==> src/pkg/afeu_pkg.sv <==
// Notes on behaviour
// - Data access fault vectors to 00300 and records causes as bits in the cause register.
// - Not-found bit set when no hash group or block translation entry translates.
// - Protection bit set when page or block protection forbids the data access.
// - I/O-segment bit set for reserve/compare/external-control access to I/O segments.
// - I/O-segment bit also set by external-control access to write-through addresses.
// - Direction bit set for a faulting store, cleared for a faulting load.
// - Breakpoint address match under an enabled mode sets breakpoint bit and faults.
// - External-access-disabled bit set for external-control access while enable clear.
// - Untranslatable instruction fetch takes instruction access exception at 00400.
// - Instruction fetch from an I/O segment takes instruction access exception.
// - Fetch refused with instruction access exception when keys and protection forbid read.
// - Asserted interrupt input leads to external interrupt exception at 00500.
// - Floating-point operand in an I/O segment takes alignment exception at 00600.
// - Scalar operand crossing a page boundary takes alignment exception.
// - External interrupt is software maskable and taken precisely.
// - Asynchronous exception waits until in-flight instructions have completed.
`default_nettype none
package afeu_pkg;
  localparam logic [3:0] REG_CTRL = 4'h0;
  localparam logic [3:0] REG_BKPT = 4'h4;
  localparam logic [3:0] REG_CAUSE = 4'h8;
  localparam logic [3:0] REG_LAST = 4'hc;
  // Control register fields
  localparam int CTRL_INT_EN = 0;
  localparam int CTRL_EXT_EN = 1;
  localparam int CTRL_BK_LOAD = 2;
  localparam int CTRL_BK_STORE = 3;
  localparam int CTRL_BK_ANY = 4;
  localparam int CTRL_W = 5;
  localparam logic [4:0] CTRL_RESET = 5'h00;
  // Cause register fields
  localparam int CAUSE_NOT_FOUND = 0;
  localparam int CAUSE_PROTECT = 1;
  localparam int CAUSE_IO_SEG = 2;
  localparam int CAUSE_STORE = 3;
  localparam int CAUSE_BKPT = 4;
  localparam int CAUSE_EXT_DIS = 5;
  localparam int CAUSE_W = 6;
  localparam logic [5:0] CAUSE_RESET = 6'h00;
  // Vector offsets
  localparam int VEC_W = 20;
  localparam logic [19:0] VEC_DATA = 20'h00300;
  localparam logic [19:0] VEC_INSTR = 20'h00400;
  localparam logic [19:0] VEC_EXT = 20'h00500;
  localparam logic [19:0] VEC_ALIGN = 20'h00600;
  localparam logic [19:0] VEC_NONE = 20'h00000;
  localparam logic [31:0] BKPT_RESET = 32'h00000000;
  localparam logic [1:0] PP_NO_ACCESS = 2'h0;

  typedef struct packed {
    logic valid;
    logic [31:0] effective_addr;
    logic is_store;
    logic no_translation;
    logic prot_violation;
    logic segment_io_flag;
    logic ext_control_op;
    logic reserve_or_compare_op;
    logic write_through;
    logic fp_op;
    logic crosses_page;
  } afeu_data_req_s;

  typedef struct packed {
    logic valid;
    logic no_translation;
    logic segment_io_flag;
    logic user_mode;
    logic supervisor_key_bit;
    logic user_key_bit;
    logic [1:0] page_protection_bits;
  } afeu_fetch_req_s;
endpackage
`default_nettype wire

==> src/rtl/afeu_top.sv <==
// The implementer's own choices: the strobed register port and the address map.
`default_nettype none
module afeu_top (
  input wire logic core_clk,
  input wire logic reset,
  input wire logic [3:0] reg_addr,
  input wire logic [31:0] reg_wdata,
  input wire logic reg_wr,
  input wire logic reg_rd,
  output logic [31:0] reg_rdata,
  input wire afeu_pkg::afeu_data_req_s data_req,
  input wire afeu_pkg::afeu_fetch_req_s fetch_req,
  input wire logic pipe_drained,
  input wire logic ext_int_pin,
  output logic exc_valid,
  output logic [19:0] exc_vector,
  output logic [5:0] data_fault_cause_reg
);
  logic [4:0] ctrl;
  logic [31:0] data_breakpoint_addr_reg;
  logic [19:0] last_vector;
  logic int_s1, int_s2, int_s3, int_lvl;
  logic bk_hit, io_hit, ext_dis, data_fault, align_fault;
  logic read_prot, fetch_fault, ext_take;
  logic [5:0] next_cause;
  logic [19:0] next_vector;

  // Interrupt pin is asynchronous: three flops, accept when last two agree
  always_ff @(posedge core_clk) begin
    if (reset) begin
      int_s1 <= 1'b0;
      int_s2 <= 1'b0;
      int_s3 <= 1'b0;
    end else begin
      int_s1 <= ext_int_pin;
      int_s2 <= int_s1;
      int_s3 <= int_s2;
    end
  end

  // Filtered level ignores single-cycle disagreement
  always_ff @(posedge core_clk) begin
    if (reset) begin
      int_lvl <= 1'b0;
    end else if (int_s2 == int_s3) begin
      int_lvl <= int_s3;
    end
  end

  // Breakpoint compares word address under each enabled mode
  always_comb begin
    bk_hit = data_req.valid &&
      (data_req.effective_addr[31:2] == data_breakpoint_addr_reg[31:2]) &&
      ((ctrl[afeu_pkg::CTRL_BK_LOAD] && !data_req.is_store) ||
       (ctrl[afeu_pkg::CTRL_BK_STORE] && data_req.is_store) ||
       ctrl[afeu_pkg::CTRL_BK_ANY]);
  end

  // I/O segment and external access checks
  always_comb begin
    io_hit = (data_req.segment_io_flag &&
      (data_req.ext_control_op || data_req.reserve_or_compare_op)) ||
      (data_req.ext_control_op && data_req.write_through);
    ext_dis = data_req.ext_control_op && !ctrl[afeu_pkg::CTRL_EXT_EN];
  end

  // All cause bits assembled together for one write
  always_comb begin
    next_cause = afeu_pkg::CAUSE_RESET;
    next_cause[afeu_pkg::CAUSE_NOT_FOUND] = data_req.no_translation;
    next_cause[afeu_pkg::CAUSE_PROTECT] = data_req.prot_violation;
    next_cause[afeu_pkg::CAUSE_IO_SEG] = io_hit;
    next_cause[afeu_pkg::CAUSE_STORE] = data_req.is_store;
    next_cause[afeu_pkg::CAUSE_BKPT] = bk_hit;
    next_cause[afeu_pkg::CAUSE_EXT_DIS] = ext_dis;
    data_fault = data_req.valid && (data_req.no_translation ||
      data_req.prot_violation || io_hit || bk_hit || ext_dis);
  end

  // Alignment only when no data access cause applies
  always_comb begin
    align_fault = data_req.valid && !data_fault &&
      ((data_req.fp_op && data_req.segment_io_flag) ||
       (!data_req.fp_op && data_req.crosses_page));
  end

  // Read is forbidden when the active key is set and protection is none
  always_comb begin
    read_prot = (fetch_req.user_mode ? fetch_req.user_key_bit :
      fetch_req.supervisor_key_bit) &&
      (fetch_req.page_protection_bits == afeu_pkg::PP_NO_ACCESS);
    fetch_fault = fetch_req.valid && (fetch_req.no_translation ||
      fetch_req.segment_io_flag || read_prot);
  end

  // External interrupt waits for a drained pipe and no synchronous fault
  always_comb begin
    ext_take = int_lvl && ctrl[afeu_pkg::CTRL_INT_EN] &&
      pipe_drained && !fetch_fault && !data_fault && !align_fault;
  end

  // Fetch faults first, then data, alignment, external
  always_comb begin
    if (fetch_fault) begin
      next_vector = afeu_pkg::VEC_INSTR;
    end else if (data_fault) begin
      next_vector = afeu_pkg::VEC_DATA;
    end else if (align_fault) begin
      next_vector = afeu_pkg::VEC_ALIGN;
    end else if (ext_take) begin
      next_vector = afeu_pkg::VEC_EXT;
    end else begin
      next_vector = afeu_pkg::VEC_NONE;
    end
  end

  // Exception pulse and vector, one cycle per taken exception
  always_ff @(posedge core_clk) begin
    if (reset) begin
      exc_valid <= 1'b0;
      exc_vector <= afeu_pkg::VEC_NONE;
    end else begin
      exc_valid <= fetch_fault || data_fault || align_fault || ext_take;
      exc_vector <= next_vector;
    end
  end

  // Last vector taken, kept for software
  always_ff @(posedge core_clk) begin
    if (reset) begin
      last_vector <= afeu_pkg::VEC_NONE;
    end else if (next_vector != afeu_pkg::VEC_NONE) begin
      last_vector <= next_vector;
    end
  end

  // Cause register written whole, only by a data fault
  always_ff @(posedge core_clk) begin
    if (reset) begin
      data_fault_cause_reg <= afeu_pkg::CAUSE_RESET;
    end else if (data_fault && !fetch_fault) begin
      data_fault_cause_reg <= next_cause;
    end
  end

  // Control: taking the interrupt masks it, and that wins over a write
  // so a level that is still high cannot re-enter the handler at once
  always_ff @(posedge core_clk) begin
    if (reset) begin
      ctrl <= afeu_pkg::CTRL_RESET;
    end else if (ext_take && !fetch_fault) begin
      ctrl[afeu_pkg::CTRL_INT_EN] <= 1'b0;
    end else if (reg_wr && reg_addr == afeu_pkg::REG_CTRL) begin
      ctrl <= reg_wdata[afeu_pkg::CTRL_W-1:0];
    end
  end

  // Breakpoint address register
  always_ff @(posedge core_clk) begin
    if (reset) begin
      data_breakpoint_addr_reg <= afeu_pkg::BKPT_RESET;
    end else if (reg_wr && reg_addr == afeu_pkg::REG_BKPT) begin
      data_breakpoint_addr_reg <= reg_wdata;
    end
  end

  // Read data stands only in the cycle after the strobe; unmapped reads zero
  always_ff @(posedge core_clk) begin
    if (reset || !reg_rd) begin
      reg_rdata <= 32'h00000000;
    end else begin
      unique case (reg_addr)
        afeu_pkg::REG_CTRL: reg_rdata <= {27'h0000000, ctrl};
        afeu_pkg::REG_BKPT: reg_rdata <= data_breakpoint_addr_reg;
        afeu_pkg::REG_CAUSE: reg_rdata <= {26'h0000000, data_fault_cause_reg};
        afeu_pkg::REG_LAST: reg_rdata <= {12'h000, last_vector};
        default: reg_rdata <= 32'h00000000;
      endcase
    end
  end
endmodule
`default_nettype wire

==> config.mk <==
export PLATFORM = sky130hd
export DESIGN_NAME = afeu_top
export DESIGN_NICKNAME = d
export VERILOG_FILES = /design/src/pkg/afeu_pkg.sv /design/src/rtl/afeu_top.sv
export SDC_FILE = /design/constraint.sdc
export NUM_CORES = 1
export LEC_CHECK = 0
export BUFFER_PORTS_ARGS = -buffer_cell sky130_fd_sc_hd__buf_4
export CORE_MARGIN = 2
export CORE_UTILIZATION = 48
export CTS_CLUSTER_DIAMETER = 200
export DETAILED_ROUTE_END_ITERATION = 12
export HOLD_SLACK_MARGIN = 0.03
export PLACE_DENSITY = 0.81
export SKIP_CTS_REPAIR_TIMING = 1
export SYNTH_ARGS = -nofsm -noshare
export SYNTH_HDL_FRONTEND = slang
export SYNTH_SLANG_ARGS = --single-unit
==> constraint.sdc <==
create_clock -name core_clk -period 1.89 [get_ports core_clk]
set_input_delay 0.0945 -clock core_clk [delete_from_list [all_inputs] [get_ports core_clk]]
set_output_delay 0.0945 -clock core_clk [all_outputs]
set_load 0.05 [all_outputs]
==> results_dict.tcl <==
set metrics [dict create \
    cp_slowest_stage_delay_ps 340 \
    cts_htree_levels 3 \
    peakVddDrop_mv 0.3978 \
    crit_family "simple AND/OR/NAND/NOR gates" \
    slew_headroom 0.6346 \
    layout_commonest_cell "buf_4" \
    clock_sinks 86 \
    drt_iter0_markers 274 \
    grt_use_total 0.2353 \
    reg2reg_slack_ps 70 \
    timing.rr.start "data_breakpoint_addr_reg[13]" \
    vias_per_cell 5.180 \
    seq_area_frac_synth 0.4711 \
    initial_core_util 0.4985 \
    grt_overflow 0 \
    crit_chain "xnor2_1, nand4_1, nor4_4, and3_4, buf_12, o21ai_4, a32o_2" \
    clk_pin_slew_worst_paths_ps 80 \
    gp_congestion 0.8794 \
    r2r_end "ctrl[4]" \
    p_total_mw 3.599 \
    cp_slowest_cell "dfxtp_1" \
    p_per_area_nw_per_um2 666.5 \
    insertedDiodeCount 0 \
    fin_ws_ps 66.32 \
    synth_cell_types 42 \
    final_cell_mix "buf_4 (144), dfxtp_1 (77), nand2_1 (75)" \
    syn_area_um2 3655 \
    outcome "complete, no violations" \
    grt_setup_unrepaired "yes" \
    ys_ff_latch 86 \
    post-route-min-period_ps 1824 \
    clockRootBuffer "clkbuf_8" \
    die_w_um 91.26 \
    min_path_type "input pin to flip-flop" \
    clock_latency_ps 350 \
    grt_pass1_vias 3148 \
    ff2ff_path_depth 7 \
    cp-startpoint "data_breakpoint_addr_reg[13]" \
    crit_fanout 4 \
    die_h_um 91.26 \
    cp_data_required_time_ps 2140 \
    fin_skew_ps 9.754 \
    timing.final.crit_share 0.9649 \
    cts_buffer_depth 2 \
    layout.nets 677 \
    critPathBufInv 1 \
    drv_slew 0 \
    ant_nets 0 \
    io_buffers 131 \
    end_kind "flip-flop" \
    dr_total_vias 3569 \
    place_ws_ps -7.648 \
    antenna_found_initial 0 \
    p_leak_nw 2.273 \
    hold_violations 0 \
    drc 0 \
    drv_cap 0 \
    cp-endpoint "ctrl[4]" \
    synth.avg_cell_area_um2 8.828 \
    yosys_warnings 0 \
    drive_above_1_share 0.3424 \
    row_count 31 \
    tightest_slew_ps 548.2 \
    routed_wl_um 10760 \
    syn_to_final_growth_pct 47.76 \
    cts_tree "built" \
    wl_per_cell_um 15.61 \
    crit_type "flip-flop to flip-flop" \
    ios 151 \
    fin_worst_hold_slack_ps 56.57 \
    timing.fmax_ghz 0.5483 \
    worst_setup_path_start_kind "flip-flop" \
    worst-path-stages 7 \
    dieArea_um2 8328 \
    drt_pass1_iterations 4 \
    worstPathArrival_ps 2070 \
    grt_pass1_wl_um 15420 \
    coreArea_um2 7331 \
    setup_violations 0 \
    grt_start_max_net_pins 47 \
    hpwl_um 7459 \
    cts_inserted_buffers 9 \
    netlist_instances 414 \
]
[layer usage]
| metal | part of all wire | GRT usage |
|---|---|---|
| met1 | 0.41 | 0.3120 |
| met2 | 0.50 | 0.3784 |
| met3 | 0.061 | 0.03154 |
| met4 | 0.031 | 0.1136 |
| met5 | 0 | 0 |
[cell usage after synthesis, drive strengths merged]
master  count  area [um2]
or2b        2       15.01
xor2        1       8.760
clkbuf     11       41.29
o211a       1       17.52
mux2i      12       120.1
a311o       1       10.01
a211oi      5       42.54
xnor2      29       254.0
inv         2       7.510
nor2       26       97.59
a21oi      50       272.8
dfxtp      86        1722
nand4      13       81.33
and2       23       145.1
buf        25       178.9
a31oi       4       25.02
nand3      13       65.06
o31ai       1       12.51
and3b       1       8.760
a32o        4       45.04
nand4b      1       8.760
nor3b       1       7.510
a211o       1       8.760
nand2      75       281.5
nor2b       9       56.30
nor4b       2       17.52
a22oi       1       7.510
o21ai       5       40.04
conb        1       3.750
nor4        2       18.77
and3        2       12.51
nand2b      1       6.260
nor3        3       15.01
[logic make-up after synthesis]
group,share of synthesized area
simple gates,0.2290
flops,0.4711
compound gates,0.1318
buf+inv,0.06231
xor+xnor,0.07189
mux,0.03287
other cells,0.001026
[where the power goes]
part           leakage, nW  switching (mW)  total, mW  internal, mW
Combinational         1.48           0.317      0.587         0.270
Sequential           0.701          0.0215       1.86          1.84
Clock               0.0894           0.671       1.15         0.479
[worst reg2reg max path, cell delays in order, from the launching register on]
cell     delay (ps)
dfxtp_1         340
xnor2_1         250
nand4_1         190
nor4_4          260
and3_4          260
buf_12          100
o21ai_4          70
a32o_2          250
[worst min path at each step]
stage,from,to,slack [ps],depth (start not counted)
after floorplan,reg_wdata[1],ctrl[1],220,1
after detailed placement,ext_int_pin,int_s1,310,2
after global placement,ext_int_pin,int_s1,300,2
after CTS,ext_int_pin,int_s1,-60,2
after global routing,data_req[41],exc_vector[9],60,3
final,data_req[41],exc_vector[9],60,3
[final cells by class]
cell class                      instances  area [um2]
Fill cell                             513        1931
Inverter                                2       7.507
Timing Repair Buffer                  180        1463
Sequential cell                        86        1733
Clock inverter                          7       48.80
Multi-Input combinational cell        306        1901
Tap cell                               99       123.9
Clock buffer                            9       123.9
[stage by stage]
step / TNS [ps] / utilization / cell area (um2) / std cells
floorplan: 0 / - / 3715 / 430
global placement: 0 / 0.6428 / 4712 / 637
detailed placement: -18.16 / 0.6428 / 4712 / 637
CTS: -256.5 / 0.6663 / 4885 / 653
global route: -173.5 / 0.7366 / 5400 / 689
finish: 0 / 0.7366 / 5400 / 689
Power figures use the tool's default switching activity.
